$ cat src/design/pgos_defines.svh
`ifndef PGOS_DEFINES_SVH
`define PGOS_DEFINES_SVH

// =====================================================================
// Converter and output widths
`define ADC_BITS 12
`define OUT8_BITS 8
`define SHIFT_MAX 3'h4

// =====================================================================
// Gain code limits and reset values
`define GAIN_MAX_8BIT 11'h1F4
`define GAIN_MAX_12BIT 11'h190
`define GAIN_RST 10'h000

// Gain step and one octave, both in units of 0.0001 dB
`define GAIN_STEP_DB_E4 32'h0000_0167
`define GAIN_OCTAVE_DB_E4 32'h0000_EB2E
`define GAIN_OCTAVE_STEPS ((`GAIN_OCTAVE_DB_E4 + `GAIN_STEP_DB_E4 / 32'h2) / `GAIN_STEP_DB_E4)
// Fraction of an octave in Q8, scaled by 128 to keep precision
`define GAIN_FRAC_RECIP ((32'h100 * 32'h80) / `GAIN_OCTAVE_STEPS)
// Quadratic fit of 2^f in Q8: 1 + 0.6565 f + 0.3435 f^2
`define MANT_ONE_Q8 32'h100
`define MANT_LIN_Q8 32'hA8
`define MANT_SQ_Q8 32'h58

// =====================================================================
// Black level limits, steps per output count and reset values
`define BLACK_MAX 11'h3FF
`define BLACK_RST 10'h000
`define BLACK_STEP_8BIT 11'h040
`define BLACK_STEP_12BIT 11'h004

`endif

$ cat src/design/pgos_pkg.sv
`default_nettype none

package pgos_pkg;

  // ===================================================================
  // Which setting a written code lands in
  typedef enum logic [1:0] {
    TGT_ALL = 2'h0,
    TGT_TAP1 = 2'h1,
    TGT_TAP2 = 2'h2
  } target_type;

  // ===================================================================
  // One pixel on the stream; left set means second tap, left half
  typedef struct packed {
    logic valid;
    logic left;
    logic [11:0] data;
  } pix_type;

endpackage : pgos_pkg

`default_nettype wire

$ cat src/design/pixel_gain_offset_shift.sv
// How it works
// RULE1: 8-bit depth: each gain code 0..500
// RULE2: 8-bit depth: global plus tap gain <=500
// RULE3: 12-bit depth: each gain code 0..400
// RULE4: 12-bit depth: global plus tap gain <=400
// RULE5: Half gain is global plus tap, 0.0359dB
// RULE6: Gain write lands in selected setting
// RULE7: Automatic gain changes only global gain
// RULE8: Black level codes accepted within 0..1023
// RULE9: Half offset is global plus tap black
// RULE10: Global plus tap black level <=1023
// RULE11: 8-bit: 64 black codes per count
// RULE12: 12-bit: 4 black codes per count
// RULE13: Black level write lands in selected setting
// RULE14: Shift 1..4 multiplies output by 2..16
// RULE15: 12-bit: bits 11-n..0 then n zeros
// RULE16: 8-bit unshifted: converter bits eleven to four
// RULE17: 8-bit shift n: bits 11-n..4-n
// RULE18: Lost top bit set saturates whole pixel
// RULE19: Out-of-limit writes rejected, old value kept
// RULE20: Tap of arrival picks the sensor half
`default_nettype none
`include "pgos_defines.svh"

module pixel_gain_offset_shift (
  // Clock and reset
  input wire logic i_ref_clk,
  input wire logic i_sys_rst,
  // Format and digital shift
  input wire logic i_depth_12,
  input wire logic [2:0] i_shift,
  // Manual gain write
  input wire pgos_pkg::target_type i_gain_target_choice,
  input wire logic i_gain_code_wr,
  input wire logic [9:0] i_gain_code_value,
  // Automatic gain update
  input wire logic i_auto_gain_wr,
  input wire logic [9:0] i_auto_gain_value,
  // Black level write
  input wire pgos_pkg::target_type i_offset_target_choice,
  input wire logic i_offset_code_wr,
  input wire logic [10:0] i_offset_code_value,
  // Converter pixel stream
  input wire pgos_pkg::pix_type i_pix,
  // Conditioned pixel stream
  output pgos_pkg::pix_type o_pix,
  // Current settings
  output logic [9:0] o_gain_all,
  output logic [9:0] o_gain_tap1,
  output logic [9:0] o_gain_tap2,
  output logic [9:0] o_offset_all,
  output logic [9:0] o_offset_tap1,
  output logic [9:0] o_offset_tap2,
  // Write refusals
  output logic o_gain_reject,
  output logic o_offset_reject
);

  // ===================================================================
  // Helpers

  // Range and pair-sum check for a write to the chosen setting
  function automatic logic within_limits(
    input pgos_pkg::target_type sel,
    input logic [10:0] val,
    input logic [9:0] all,
    input logic [9:0] tap1,
    input logic [9:0] tap2,
    input logic [10:0] lim
  );
    logic [11:0] v;
    logic ok;
    v = {1'b0, val};
    unique case (sel)
      pgos_pkg::TGT_ALL: begin
        ok = (v <= {1'b0, lim});
        ok = ok && (v + {2'h0, tap1} <= {1'b0, lim});
        ok = ok && (v + {2'h0, tap2} <= {1'b0, lim});
      end
      pgos_pkg::TGT_TAP1: begin
        ok = (v <= {1'b0, lim}) && ({2'h0, all} + v <= {1'b0, lim});
      end
      pgos_pkg::TGT_TAP2: begin
        ok = (v <= {1'b0, lim}) && ({2'h0, all} + v <= {1'b0, lim});
      end
      default: begin
        ok = 1'b0;
      end
    endcase
    return ok;
  endfunction : within_limits

  // Linear factor in Q8 for a total gain code of 0.0359 dB steps
  function automatic logic [11:0] gain_factor(input logic [9:0] code);
    int unsigned c;
    int unsigned e;
    int unsigned rem;
    int unsigned f;
    int unsigned mant;
    c = 32'(code);
    e = c / `GAIN_OCTAVE_STEPS;
    rem = c - e * `GAIN_OCTAVE_STEPS;
    f = (rem * `GAIN_FRAC_RECIP) >> 7;
    mant = `MANT_ONE_Q8 + ((f * `MANT_LIN_Q8) >> 8) + ((f * f * `MANT_SQ_Q8) >> 16);
    return 12'(mant << e);
  endfunction : gain_factor

  // ===================================================================
  // Settings and limits
  logic [9:0] gain_all_r;
  logic [9:0] gain_tap1_r;
  logic [9:0] gain_tap2_r;
  logic [9:0] offset_all_r;
  logic [9:0] offset_tap1_r;
  logic [9:0] offset_tap2_r;
  logic gain_reject_r;
  logic offset_reject_r;
  logic [10:0] gain_lim;
  logic gain_wr_ok;
  logic auto_wr_ok;
  logic offset_wr_ok;

  // Depth picks the gain ceiling
  assign gain_lim = i_depth_12 ? `GAIN_MAX_12BIT : `GAIN_MAX_8BIT; // [RULE1] [RULE3]

  // Manual gain write against the ceiling of the current depth
  always_comb begin
    gain_wr_ok = within_limits(i_gain_target_choice, {1'b0, i_gain_code_value}, gain_all_r,
                               gain_tap1_r, gain_tap2_r, gain_lim); // [RULE1] [RULE2] [RULE3] [RULE4]
  end

  // Automatic update only ever targets the global code
  always_comb begin
    auto_wr_ok = within_limits(pgos_pkg::TGT_ALL, {1'b0, i_auto_gain_value}, gain_all_r,
                               gain_tap1_r, gain_tap2_r, gain_lim); // [RULE2] [RULE4]
  end

  // Black level write against the fixed ceiling
  always_comb begin
    offset_wr_ok = within_limits(i_offset_target_choice, i_offset_code_value, offset_all_r,
                                 offset_tap1_r, offset_tap2_r, `BLACK_MAX); // [RULE8] [RULE10]
  end

  // ===================================================================
  // Gain settings; a manual write wins over an automatic one
  always_ff @(posedge i_ref_clk or posedge i_sys_rst) begin
    if (i_sys_rst) begin
      gain_all_r <= `GAIN_RST;
      gain_tap1_r <= `GAIN_RST;
      gain_tap2_r <= `GAIN_RST;
    end else if (i_gain_code_wr) begin
      if (gain_wr_ok) begin // [RULE19]
        unique case (i_gain_target_choice)
          pgos_pkg::TGT_ALL: gain_all_r <= i_gain_code_value; // [RULE6]
          pgos_pkg::TGT_TAP1: gain_tap1_r <= i_gain_code_value; // [RULE6]
          pgos_pkg::TGT_TAP2: gain_tap2_r <= i_gain_code_value; // [RULE6]
          default: gain_all_r <= gain_all_r;
        endcase
      end
    end else if (i_auto_gain_wr && auto_wr_ok) begin
      gain_all_r <= i_auto_gain_value; // [RULE7]
    end
  end

  // Gain refusal pulse
  always_ff @(posedge i_ref_clk or posedge i_sys_rst) begin
    if (i_sys_rst) begin
      gain_reject_r <= 1'b0;
    end else begin
      gain_reject_r <= (i_gain_code_wr && !gain_wr_ok)
                       || (!i_gain_code_wr && i_auto_gain_wr && !auto_wr_ok); // [RULE19]
    end
  end

  // ===================================================================
  // Black level settings
  always_ff @(posedge i_ref_clk or posedge i_sys_rst) begin
    if (i_sys_rst) begin
      offset_all_r <= `BLACK_RST;
      offset_tap1_r <= `BLACK_RST;
      offset_tap2_r <= `BLACK_RST;
    end else if (i_offset_code_wr && offset_wr_ok) begin // [RULE19]
      unique case (i_offset_target_choice)
        pgos_pkg::TGT_ALL: offset_all_r <= i_offset_code_value[9:0]; // [RULE13]
        pgos_pkg::TGT_TAP1: offset_tap1_r <= i_offset_code_value[9:0]; // [RULE13]
        pgos_pkg::TGT_TAP2: offset_tap2_r <= i_offset_code_value[9:0]; // [RULE13]
        default: offset_all_r <= offset_all_r;
      endcase
    end
  end

  // Black level refusal pulse
  always_ff @(posedge i_ref_clk or posedge i_sys_rst) begin
    if (i_sys_rst) begin
      offset_reject_r <= 1'b0;
    end else begin
      offset_reject_r <= i_offset_code_wr && !offset_wr_ok; // [RULE19]
    end
  end

  // ===================================================================
  // Stage 1: gain per half
  pgos_pkg::pix_type s1_r;
  logic [9:0] code_right;
  logic [9:0] code_left;
  logic [11:0] fac_right;
  logic [11:0] fac_left;
  logic [11:0] fac_sel;
  logic [23:0] prod;
  logic [15:0] gained;

  // Total code per half; each code is at most 500, so sums fit ten bits
  always_comb begin
    code_right = 10'(gain_all_r + gain_tap1_r); // [RULE5]
    code_left = 10'(gain_all_r + gain_tap2_r); // [RULE5]
  end

  // Linear factor per half, then the one for this pixel
  always_comb begin
    fac_right = gain_factor(code_right); // [RULE5]
    fac_left = gain_factor(code_left); // [RULE5]
    fac_sel = i_pix.left ? fac_left : fac_right; // [RULE20]
    prod = i_pix.data * fac_sel;
    gained = prod[23:8];
  end

  // Register the gained sample, clipped to the converter range
  always_ff @(posedge i_ref_clk or posedge i_sys_rst) begin
    if (i_sys_rst) begin
      s1_r <= '0;
    end else begin
      s1_r.valid <= i_pix.valid;
      s1_r.left <= i_pix.left; // [RULE20]
      s1_r.data <= (|gained[15:12]) ? 12'hFFF : gained[11:0];
    end
  end

  // ===================================================================
  // Stage 2: bit window and black level
  logic [11:0] win;
  logic [10:0] black_total;
  logic [10:0] black_counts;
  logic [12:0] summed;
  logic [11:0] leveled;
  pgos_pkg::pix_type out_r;

  pixel_bit_window u_window (
    .i_sample(s1_r.data),
    .i_shift(i_shift),
    .i_depth_12(i_depth_12),
    .o_window(win)
  );

  // Black total of this pixel's half
  always_comb begin
    black_total = s1_r.left ? ({1'b0, offset_all_r} + {1'b0, offset_tap2_r})
                            : ({1'b0, offset_all_r} + {1'b0, offset_tap1_r}); // [RULE9]
  end

  // Black total in output counts; partial steps are truncated
  always_comb begin
    black_counts = i_depth_12 ? (black_total / `BLACK_STEP_12BIT) // [RULE12]
                              : (black_total / `BLACK_STEP_8BIT); // [RULE11]
  end

  // Add offset and clip at full scale of the depth
  always_comb begin
    summed = {1'b0, win} + {2'h0, black_counts};
    if (i_depth_12) begin
      leveled = summed[12] ? 12'hFFF : summed[11:0];
    end else begin
      leveled = (|summed[12:8]) ? 12'h0FF : summed[11:0];
    end
  end

  // Output pixel register
  always_ff @(posedge i_ref_clk or posedge i_sys_rst) begin
    if (i_sys_rst) begin
      out_r <= '0;
    end else begin
      out_r.valid <= s1_r.valid;
      out_r.left <= s1_r.left;
      out_r.data <= leveled;
    end
  end

  // ===================================================================
  // Outputs, all from flip-flops
  assign o_pix = out_r;
  assign o_gain_all = gain_all_r;
  assign o_gain_tap1 = gain_tap1_r;
  assign o_gain_tap2 = gain_tap2_r;
  assign o_offset_all = offset_all_r;
  assign o_offset_tap1 = offset_tap1_r;
  assign o_offset_tap2 = offset_tap2_r;
  assign o_gain_reject = gain_reject_r;
  assign o_offset_reject = offset_reject_r;

endmodule : pixel_gain_offset_shift

`default_nettype wire

$ cat src/design/pixel_bit_window.sv
`default_nettype none
`include "pgos_defines.svh"

module pixel_bit_window (
  // Sample and window setting
  input wire logic [11:0] i_sample,
  input wire logic [2:0] i_shift,
  input wire logic i_depth_12,
  // Selected bit group, 8-bit result in the low bits
  output logic [11:0] o_window
);

  // ===================================================================
  // Window selection
  logic [2:0] shift_eff;
  logic [11:0] top_mask;
  logic overflow;
  logic [11:0] narrow;

  // Clamp shift and find bits lost off the top
  always_comb begin
    shift_eff = (i_shift > `SHIFT_MAX) ? `SHIFT_MAX : i_shift;
    top_mask = ~(12'hFFF >> shift_eff);
    overflow = |(i_sample & top_mask); // [RULE18]
    narrow = i_sample >> (3'h4 - shift_eff);
  end

  // Saturate or pass the chosen group
  always_comb begin
    if (i_depth_12) begin
      o_window = overflow ? 12'hFFF : (i_sample << shift_eff); // [RULE15] [RULE14] [RULE18]
    end else begin
      o_window = {4'h0, overflow ? 8'hFF : narrow[7:0]}; // [RULE16] [RULE17] [RULE18]
    end
  end

endmodule : pixel_bit_window

`default_nettype wire

$ cat config.mk
export PLATFORM = sky130hd
export DESIGN_NAME = pixel_gain_offset_shift
export DESIGN_NICKNAME = d
export VERILOG_FILES = /design/src/design/pgos_pkg.sv /design/src/design/pixel_gain_offset_shift.sv /design/src/design/pixel_bit_window.sv
export VERILOG_INCLUDE_DIRS = /design/src /design/src/design
export SDC_FILE = /design/constraint.sdc
export NUM_CORES = 1
export LEC_CHECK = 0
export BUFFER_PORTS_ARGS = -buffer_cell sky130_fd_sc_hd__buf_2
export CORE_MARGIN = 8
export CORE_UTILIZATION = 45
export CTS_CLUSTER_SIZE = 24
export DETAILED_ROUTE_END_ITERATION = 8
export GPL_TIMING_DRIVEN = 0
export PLACE_DENSITY = 0.68
export SLEW_MARGIN = 20
export SYNTH_ARGS = -nofsm -noshare
export SYNTH_HDL_FRONTEND = slang
export SYNTH_SLANG_ARGS = --single-unit
$ cat constraint.sdc
create_clock -name i_ref_clk -period 22.6 [get_ports i_ref_clk]
set_clock_uncertainty 0.1 [all_clocks]
set_input_delay 6.78 -clock i_ref_clk [delete_from_list [all_inputs] [get_ports i_ref_clk]]
set_output_delay 6.78 -clock i_ref_clk [all_outputs]
set_load 0.02 [all_outputs]
* Word level (Yosys, flattened, before mapping)
Index checks and enable logic that the tools add are counted.
** Storage, ports and cells
- Register bits :: 90
- Input port bits :: 58
** Cells by class
- Add/sub/neg operators :: 20
- Multipliers :: 11
- Divide/modulo/power cells :: 2
- Magnitude comparators :: 12
- Equality and inequality tests :: 6
- Shift-type cells :: 5
- Mux-type cells :: 18
- Bitwise logic cells :: 2
- Reductions and logical operators :: 33
** Operators by type and width (count)
- $mux W12 :: 7
- $add A10 B10 Y11 :: 7
- $div A10 B8 Y32 const B :: 2
- $mul A25 B25 Y32 :: 2
- $mul A32 B4 Y29 const B :: 2
- $mul A32 B5 Y29 const B :: 2
- $mul A32 B8 Y32 const B :: 2
- $shl A26 B32 Y12 :: 2
- $sub A10 B32 Y32 :: 2
- $mul A25 B5 Y29 const B :: 2
- $le A11 B9 Y1 :: 5
- $add A25 B16 Y26 :: 2
- $add A9 B24 Y25 const A :: 2
- $mux W10 :: 4
- $le A12 B10 Y1 const B :: 3
- $add A11 B10 Y12 :: 2
- $mul A12 B12 Y24 :: 1
- $add A10 B10 Y10 :: 2
- $le A10 B9 Y1 :: 2
- $logic_and A1 B1 Y1 :: 14
- $add A12 B9 Y13 :: 1
- $add A10 B11 Y12 :: 1
- $and A12 B12 Y12 :: 1
- $not A12 Y12 :: 1
- other kinds (25) :: 38

* Longest topological paths before layout
Gate-level depths: netlist of run 1.
- Word-level depth :: 13
- Mapped depth :: 116

* Cells and area by module
From an unflattened synthesis of run 1, not the netlist that was laid out.
** Unflattened totals
- Cells, all modules :: 5169
- Area, all modules :: 44358.8 um^2
** Modules (own cells, without submodules)
- pixel_gain_offset_shift :: instances 1, cells each 5040, area an instance 43396.6 um^2
- pixel_bit_window :: instances 1, cells each 129, area an instance 962.2 um^2

* Least setup slack after synthesis of run 1
No wires, ideal clock.
- Path type :: register to register
- Start :: reg gain_tap2_r[0], in the netlist o_gain_tap2[0]
- End :: reg s1_r[6] in the netlist's numbering
- Library setup time :: 133 ps
- Arrival :: 24795 ps
- Required time :: 22367 ps
- Setup slack :: -2428 ps
- Stages on the path, launching flop included :: 106
- Clock period less this slack :: 25028 ps
- Cells stage by stage :: dfrtp_1 > ha_1 > inv_1 > fa_1 > xor2_1 > ha_1 > nor2b_1 > nand2_1 > mux2_2 > o21ai_1 > a22oi_2 > or2_1 > ha_1 > nor2b_1 > a41o_1 > a32o_1 > a211oi_2 > clkbuf_1 > [70 not listed] > a32oi_1 > clkbuf_1 > and2_1 > fa_1 > inv_1 > fa_1 > fa_1 > fa_1 > fa_1 > inv_1 > ha_1 > a21o_1 > a21o_1 > a22o_1 > a211oi_2 > mux2i_1 > buf_6 > o211ai_2
** On the way
- Cells in the longest elaborated chain, start to end :: 13
- Elaborated cells on any way between the ends :: 15
- Classes of those cells :: add/sub: 4; mul: 6; div: 1; shift: 1; mux: 2; reduce/logical: 1
** Ends and longest elaborated chain
- from (decl) :: line pixel_gain_offset_shift.sv:112 : logic [9:0] gain_tap2_r;
- from (signal assigned) :: line pixel_gain_offset_shift.sv:150 : gain_tap2_r <= `GAIN_RST;
- from (signal assigned) :: line pixel_gain_offset_shift.sv:156 : pgos_pkg::TGT_TAP2: gain_tap2_r <= i_gain_code_value;
- $add A10 B10 Y10 * :: line pixel_gain_offset_shift.sv:215 : code_left = 10'(gain_all_r + gain_tap2_r);
- $div A10 B8 Y32 (no line)
- $mul A32 B5 Y29 (no line)
- $sub A10 B32 Y32 (no line)
- $mul A32 B8 Y32 (no line)
- $mul A25 B25 Y32 or $mul A25 B5 Y29 (tied branches)
- $mul A32 B4 Y29 (no line) or $add A9 B24 Y25 (tied branches)
- $add A25 B16 Y26 (no line)
- $shl A26 B32 Y12 * :: line pixel_gain_offset_shift.sv:105 : return 12'(mant << e);
- $mux W12 * :: line pixel_gain_offset_shift.sv:222 : fac_sel = i_pix.left ? fac_left : fac_right;
- $mul A12 B12 Y24 * :: line pixel_gain_offset_shift.sv:223 : prod = i_pix.data * fac_sel;
- $reduce_or A4 Y1 :: line pixel_gain_offset_shift.sv:234 : s1_r.data <= (|gained[15:12]) ? 12'hFFF : gained[11:0];
- $mux W12 * :: line pixel_gain_offset_shift.sv:234
- to (decl) :: line pixel_gain_offset_shift.sv:203 : pgos_pkg::pix_type s1_r;
Every way passes the cells marked *; elsewhere a longest branch is shown, timed or not.
A chain may end at the register's enable or synchronous reset.

* Worst setup path in the final report of run 1
- Start :: reg gain_all_r[0], in the netlist o_gain_all[0]
- End :: reg s1_r[10] in the netlist's numbering
** On the way
- Cells in the longest elaborated chain, start to end :: 13
- Elaborated cells on any way between the ends :: 26
- Classes of those cells :: add/sub: 8; mul: 11; div: 2; shift: 2; mux: 2; reduce/logical: 1
** Ends and longest elaborated chain
- from (decl) :: line pixel_gain_offset_shift.sv:110 : logic [9:0] gain_all_r;
- from (signal assigned) :: line pixel_gain_offset_shift.sv:148 : gain_all_r <= `GAIN_RST;
- from (signal assigned) :: line pixel_gain_offset_shift.sv:154 : pgos_pkg::TGT_ALL: gain_all_r <= i_gain_code_value;
- from (signal assigned) :: line pixel_gain_offset_shift.sv:157 : default: gain_all_r <= gain_all_r;
- $add A10 B10 Y10 (on tied branches) :: line pixel_gain_offset_shift.sv:214, pixel_gain_offset_shift.sv:215
- $div A10 B8 Y32 (no line)
- $mul A32 B5 Y29 (no line)
- $sub A10 B32 Y32 (no line)
- $mul A32 B8 Y32 (no line)
- $mul A25 B25 Y32 or $mul A25 B5 Y29 (tied branches)
- $mul A32 B4 Y29 (no line) or $add A9 B24 Y25 (tied branches)
- $add A25 B16 Y26 (no line)
- $shl A26 B32 Y12 :: line pixel_gain_offset_shift.sv:105
- $mux W12 * :: line pixel_gain_offset_shift.sv:222
- $mul A12 B12 Y24 * :: line pixel_gain_offset_shift.sv:223
- $reduce_or A4 Y1 :: line pixel_gain_offset_shift.sv:234
- $mux W12 * :: line pixel_gain_offset_shift.sv:234
Marks and branches as above.

==> flow_metrics.py, run 1 <==
metrics = {
    "status": {
        "status": "finished, violations left",
        "violations": "negative setup slack",
    },
    "cts": {
        "cts_buffer_depth": 2,
        "clk_pin_slew_worst_paths_ns": 0.08,
        "cts_htree_levels": 3,
        "clk_latency_ns": 0.40,
        "holdBufCountCts": 0,
        "cts.sinks": 90,
        "cts_tree": "yes",
        "cts_buffers": 9,
        "cts_root_buffer": "clkbuf_16",
    },
    "synthesis": {
        "synth_cells": 5169,
        "syn_area_um2": 44370,
        "synth_top_family_by_area": "adder cells",
        "synth_top_area_frac": 0.2996,
        "synth_xor_area_frac": 0.05955,
        "synthSimpleGateAreaFrac": 0.1222,
        "yosys.area.top_type": "fa_1",
        "ys_ff_latch": 90,
        "synth_warnings": 0,
        "muxShareOfSynthArea": 0.02885,
        "synthTopCellsByArea": "fa_1, ha_1, inv_1",
        "syn_avg_cell_area_um2": 8.585,
        "ys_types": 108,
        "yosys.area_share.adder": 0.5119,
        "ys.flop_type": "dfrtp_1",
        "synth_seq_area_share": 0.05075,
        "synth_edf_count": 0,
        "synth-async-reset-ratio": 1.000,
        "synth_compound_area_frac": 0.1040,
    },
    "sta": {
        "post-route-period-util": 1.064,
        "worst_slew_pin_slew_ns": 1.183,
        "fmax_ghz": 0.04158,
        "worst_slack_ns": -1.452,
        "fin_hold_ws_ns": 0.2564,
        "rsz0062_at_grt": "yes",
        "min_period_ns": 24.05,
        "setup_violations": 12,
        "hold_violations": 0,
        "final_max_slew_viol_count": 0,
        "slew_headroom": 0.2058,
    },
    "floorplan": {
        "die-area_um2": 108900,
        "coreArea_um2": 98130,
        "die_y_um": 330.0,
        "start_util": 0.4522,
        "num_rows": 115,
        "io_pins": 134,
        "dieWidth_um": 330.0,
    },
    "drt": {
        "vias": 35960,
        "vias_per_cell": 5.242,
        "wl_per_cell_um": 17.14,
        "drc": 0,
        "dr.pass1.iters": 5,
        "antenna_violating_nets_post_route": 0,
        "drt-initial-drc-count": 2041,
        "routed_wl_um": 117600,
    },
    "worst_hold_path": {
        "holdCritPathClass": "reg -> reg",
        "min_from": "s1_r[13]",
    },
    "worst_setup_path": {
        "critical_path_class": "reg -> reg",
        "end_kind": "flip-flop",
        "required_ns": 22.77,
        "critical_path.top_delay_family": "adder cells",
        "critical-path-max-stage-delay_ns": 0.62,
        "crit_path_top_delay_cell": "fa_1",
        "rr_startpoint": "o_gain_all[0]",
        "critPathLaunchType": "flip-flop",
        "critPathMostFrequentCell": "fa_1",
        "cp.buffers_inverters": 23,
        "worstPathMaxFanout": 8,
        "worstSetupStartpoint": "o_gain_all[0]",
        "cp.arrival_ns": 24.22,
        "ff2ff_setup_slack_ns": -1.45,
    },
    "layout": {
        "fillers": 8796,
        "finalNetCount": 7035,
        "drive_gt1_frac": 0.1898,
        "syn_to_final_growth_pct": 18.28,
        "instances_no_fill": 6861,
    },
    "run": {
        "cap_violations": 0,
    },
    "grt": {
        "antenna_found_initial": 12,
        "grt.overflow.total": 0,
        "grt_pass1_vias": 37740,
        "grt_usage": 0.2150,
        "grt_pass1_wl_um": 191000,
        "grt_max_degree": 60,
    },
    "placement": {
        "placed_cells": 6590,
        "gp_congestion": 0.9123,
        "numPortBuffers": 131,
        "place_hpwl_um": 95400,
    },
}
## cell families after synthesis
| group | Yosys count |
|---|---|
| simple gates | 1143 |
| mux | 117 |
| flops | 90 |
| other cells | 1 |
| xor+xnor | 286 |
| fa+ha+maj | 1417 |
| compound gates | 677 |
| buf+inv | 1438 |
## placed cells by master, fill, tap and decap left out, types with 77 or more instances in the layout
cell	n
inv_1	1276
fa_1	650
ha_1	638
nand2_1	386
nor2_1	235
buf_4	229
a21oi_1	145
buf_2	138
xnor2_1	132
o21ai_0	90
ha_4	88
and2_1	87
a21o_1	83
dfrtp_1	79
xor2_1	78
mux2_2	77
## state kept, by name, indices dropped and copies added (netlist names)
register and flops:
o_gain_reject 1, o_offset_tap2 10, o_gain_tap2 10, o_gain_tap1 10, s1_r 14, o_gain_all 10, o_pix 14, o_offset_tap1 10
o_offset_reject 1, o_offset_all 10
## cells in the mapped netlist (30+ instances only)
cell type,instances
a211oi_1,30
a21o_1,88
a21oi_1,187
and2_1,95
and3_1,32
clkbuf_1,70
dfrtp_1,90
fa_1,664
ha_1,753
inv_1,1332
mux2_2,78
mux2i_1,35
nand2_1,410
nand2b_1,39
nand3_1,58
nor2_1,268
nor2b_1,62
nor3_1,71
o21a_1,31
o21ai_0,106
o21bai_1,30
xnor2_1,167
xor2_1,108
## path summary, 6_finish.rpt
path | to | depth (start not counted)
setup / recovery | s1_r[10] | 108
hold reg to reg | o_pix[13] | 0
setup reg to reg | s1_r[10] | 108
min in group asynchronous | o_gain_tap1[2] | 2
hold / removal | o_pix[13] | 0
max in group asynchronous | o_offset_all[9] | 3
## per-stage QoR
stage / TNS, ns / instance area [µm²] / worst slack (ns) / util
2_1_floorplan: 0 / 45750 / 0.0004086 / -
3_3_place_gp: -44.15 / 48020 / -3.734 / 0.4893
3_5_place_dp: -45.30 / 48090 / -3.833 / 0.4901
4_1_cts: -12.63 / 51430 / -1.090 / 0.5241
5_1_grt: -27.50 / 52460 / -2.325 / 0.5346
6_report: -17.00 / 52480 / -1.452 / 0.5348
## area by class of cell
class,count,area (µm²),area share
sequential,90,2266,0.04317
buffer,85,465.4,0.008868
multi-input combinational,3642,39930,0.7608
antenna,9,22.52,0.0004291
inverter,1352,5189,0.09886
timing repair buffer,380,2681,0.05109
clock inverter,7,92.59,0.001764
tap,1287,1610,0.03068
clock buffer,9,225.2,0.004291
## timing repair
item,in CTS,in global routing
setup endpoints to repair,12,12
gates cloned,2,0
gates resized for setup,306,126
buffers inserted,182,63
pin swaps,192,98
## per-layer routing
| metal | vias to the layer above | GRT usage | routed length, µm |
|---|---|---|---|
| li1 | 17060 | - | - |
| met1 | 17730 | 0.2700 | 49090 |
| met2 | 904 | 0.3827 | 58140 |
| met3 | 262 | 0.02315 | 5691 |
| met4 | 4 | 0.07478 | 4656 |
| met5 | - | 0 | 23 |
## worst register-to-register path, delay by kind of cell (launching register included)
kind            cells  cell delay [ns]
fa+ha+maj          26            10.00
compound gates     26             5.40
xor+xnor           17             3.31
buf+inv            23             2.42
simple gates       14             1.94
flops               1             0.43
mux                 2             0.38
Power of run 1 is left out: the tool's default activity adds up to more than one toggle a clock period on the data nets, which glitch-free logic cannot reach.
==> run 2: changes to the inputs <==
--- a/config.mk
+++ b/config.mk
@@ -6,13 +6,16 @@
 export SDC_FILE = /design/constraint.sdc
 export NUM_CORES = 1
 export LEC_CHECK = 0
-export BUFFER_PORTS_ARGS = -buffer_cell sky130_fd_sc_hd__buf_2
+export ABC_AREA = 1
+export BUFFER_PORTS_ARGS = -buffer_cell sky130_fd_sc_hd__clkbuf_2
+export CELL_PAD_IN_SITES_DETAIL_PLACEMENT = 0
+export CELL_PAD_IN_SITES_GLOBAL_PLACEMENT = 1
 export CORE_MARGIN = 8
 export CORE_UTILIZATION = 45
 export CTS_CLUSTER_SIZE = 24
 export DETAILED_ROUTE_END_ITERATION = 8
 export GPL_TIMING_DRIVEN = 0
-export PLACE_DENSITY = 0.68
+export PLACE_DENSITY = 0.86
 export SLEW_MARGIN = 20
 export SYNTH_ARGS = -nofsm -noshare
 export SYNTH_HDL_FRONTEND = slang
==> run 2 against run 1 <==
Compared with the run above: the run now ends clean; register-to-register slack gained 1.7 ns; sequential cell count is the same; cell count grew 16%; non-clock buffer count increased by 82; first-iteration DRC count grew 7.5%; synthesized cell count increased by 19%; sequential share of layout area is 0.35 points lower; largest cell class unchanged.
==> flow_metrics.py, run 2 <==
metrics = {
    "sta": {
        "min_period_ns": 22.33,
        "slew_headroom": 0.3054,
        "hold_violations": 0,
        "post-route-period-util": 0.9882,
        "worst_slack_ns": 0.2677,
        "worst_slew_pin_slew_ns": 1.038,
        "rsz0062_at_grt": "yes",
        "final_max_slew_viol_count": 0,
        "fmax_ghz": 0.04478,
        "tns_ns": 0,
        "setup_violations": 0,
    },
    "cts": {
        "cts.sinks": 90,
        "clk_pin_slew_worst_paths_ns": 0.09,
        "cts_tree": "yes",
        "cts_buffers": 9,
        "clk_latency_ns": 0.38,
        "cts_root_buffer": "clkbuf_16",
        "cts_buffer_depth": 2,
        "cts_htree_levels": 3,
    },
    "worst_setup_path": {
        "end_kind": "flip-flop",
        "worstSetupStartpoint": "o_gain_all[0]",
        "critical-path-max-stage-delay_ns": 0.55,
        "crit_path_top_delay_cell": "fa_1",
        "r2r_cells": 126,
        "rr_startpoint": "o_gain_all[0]",
        "critPathLaunchType": "flip-flop",
        "critical_path_class": "reg -> reg",
        "worstPathMaxFanout": 8,
        "required_ns": 22.65,
        "cp.arrival_ns": 22.38,
    },
    "synthesis": {
        "synthTopCellsByArea": "fa_1, ha_1, inv_1",
        "synth_cells": 6128,
        "synth_seq_area_share": 0.04884,
        "syn_area_um2": 46110,
        "synth_edf_count": 0,
        "yosys.area.top_type": "fa_1",
        "ys.flop_type": "dfrtp_1",
        "synth-async-reset-ratio": 1.000,
        "synth_warnings": 0,
        "syn_avg_cell_area_um2": 7.525,
        "synth_top_area_frac": 0.2883,
        "ys_ff_latch": 90,
        "yosys-top-cells-count": "inv_1, nand2_1, ha_1, fa_1, nor2_1",
        "synth_most_common_cell": "inv_1",
        "ys_types": 73,
    },
    "floorplan": {
        "die-area_um2": 113000,
        "die_y_um": 336.1,
        "dieWidth_um": 336.1,
        "start_util": 0.4532,
        "num_rows": 117,
        "io_pins": 134,
        "coreArea_um2": 101700,
    },
    "drt": {
        "routed_wl_um": 133900,
        "antenna_violating_nets_post_route": 0,
        "vias": 40630,
        "drc": 0,
        "drt-initial-drc-count": 2194,
        "vias_per_cell": 5.086,
        "dr.pass1.iters": 6,
        "wl_per_cell_um": 16.76,
    },
    "worst_hold_path": {
        "hold_depth": 0,
        "holdCritPathClass": "reg -> reg",
        "min_from": "s1_r[13]",
    },
    "status": {
        "status": "completed",
    },
    "grt": {
        "antenna_found_initial": 2,
        "grt_pass1_wl_um": 210500,
        "grt_pass1_vias": 41400,
        "grt.overflow.total": 0,
        "grt_usage": 0.2282,
        "grt_max_degree": 67,
    },
    "layout": {
        "final_cell_mix": "inv_1, nand2_1, fa_1, ha_1, nor2_1",
        "syn_to_final_growth_pct": 23.60,
        "drive_gt1_frac": 0.2148,
        "layout_commonest_cell": "inv_1",
        "finalNetCount": 8088,
    },
    "placement": {
        "dp_worst_setup_slack_ns": -3.804,
        "place_hpwl_um": 105500,
        "numPortBuffers": 126,
        "gp_congestion": 0.9432,
    },
    "run": {
        "cap_violations": 0,
    },
}
-- run 2: repair_timing --
action | in CTS | in global routing
hold buffers | 0 | 0
endpoints found under the setup margin | 12 | 12
cloned | 1 | 2
setup buffers | 179 | 171
resized for setup | 524 | 638
pin swaps | 203 | 450
-- run 2: cell type report --
cell class / count / area (µm²)
diodes: 1 / 2.502
plain buffers: 67 / 427.9
clock buffers: 9 / 225.2
clock inverters: 7 / 70.07
fillers: 9051 / 44740
inverters: 1750 / 6699
multi-input cells: 4216 / 42020
flip-flops and latches: 90 / 2262
well taps: 1368 / 1712
repair buffers: 480 / 3577
-- run 2: worst paths after layout --
kind                                 end  slack [ns]
setup reg to reg                s1_r[11]        0.27
max in group asynchronous  o_gain_all[2]       15.52
min in group asynchronous       o_pix[9]        6.26
hold / removal                 o_pix[13]        0.26
setup / recovery                s1_r[11]        0.27
hold reg to reg                o_pix[13]        0.26
-- run 2: kinds of logic (layout without fill, tap and decap cells) --
group	count (synthesis)	count (layout)	synth area share
other	1	3	0.00008132
AOI/OAI and AO/OA	682	682	0.08392
buffers and inverters	1824	2313	0.1495
adders and majority gates	1416	1416	0.4923
and+or+nand+nor	1822	1823	0.1680
DFF	90	90	0.04884
muxes	22	22	0.005318
xor gates and xnor gates	271	271	0.05207
-- run 2: per-layer routing --
metal | GRT usage | share of wire | vias up
met5 | 0 | 0 | -
met4 | 0.08465 | 0.048 | 0
met3 | 0.02060 | 0.046 | 314
met2 | 0.4031 | 0.49 | 1133
met1 | 0.2895 | 0.41 | 19590
li1 | - | - | 19600
-- run 2: critical path, delay by kind of cell, from the launching register on --
kind,cells,cell delay [ns]
xor gates and xnor gates,7,1.29
and+or+nand+nor,36,3.85
DFF,1,0.45
adders and majority gates,32,10.92
AOI/OAI and AO/OA,16,2.53
buffers and inverters,35,2.83
-- run 2: metrics by stage --
stage	hold slack, ns	cells	util	instance area, µm²
6_report	0.2600	7988	0.5602	57000
5_1_grt	0.2690	7987	0.5602	57000
4_1_cts	0.2630	7817	0.5197	52880
3_5_place_dp	0.2450	7625	0.4776	48590
3_3_place_gp	0.2396	7623	0.4768	48510
2_1_floorplan	0.2312	6129	-	46160
Power of run 2 is left out for the same reason.
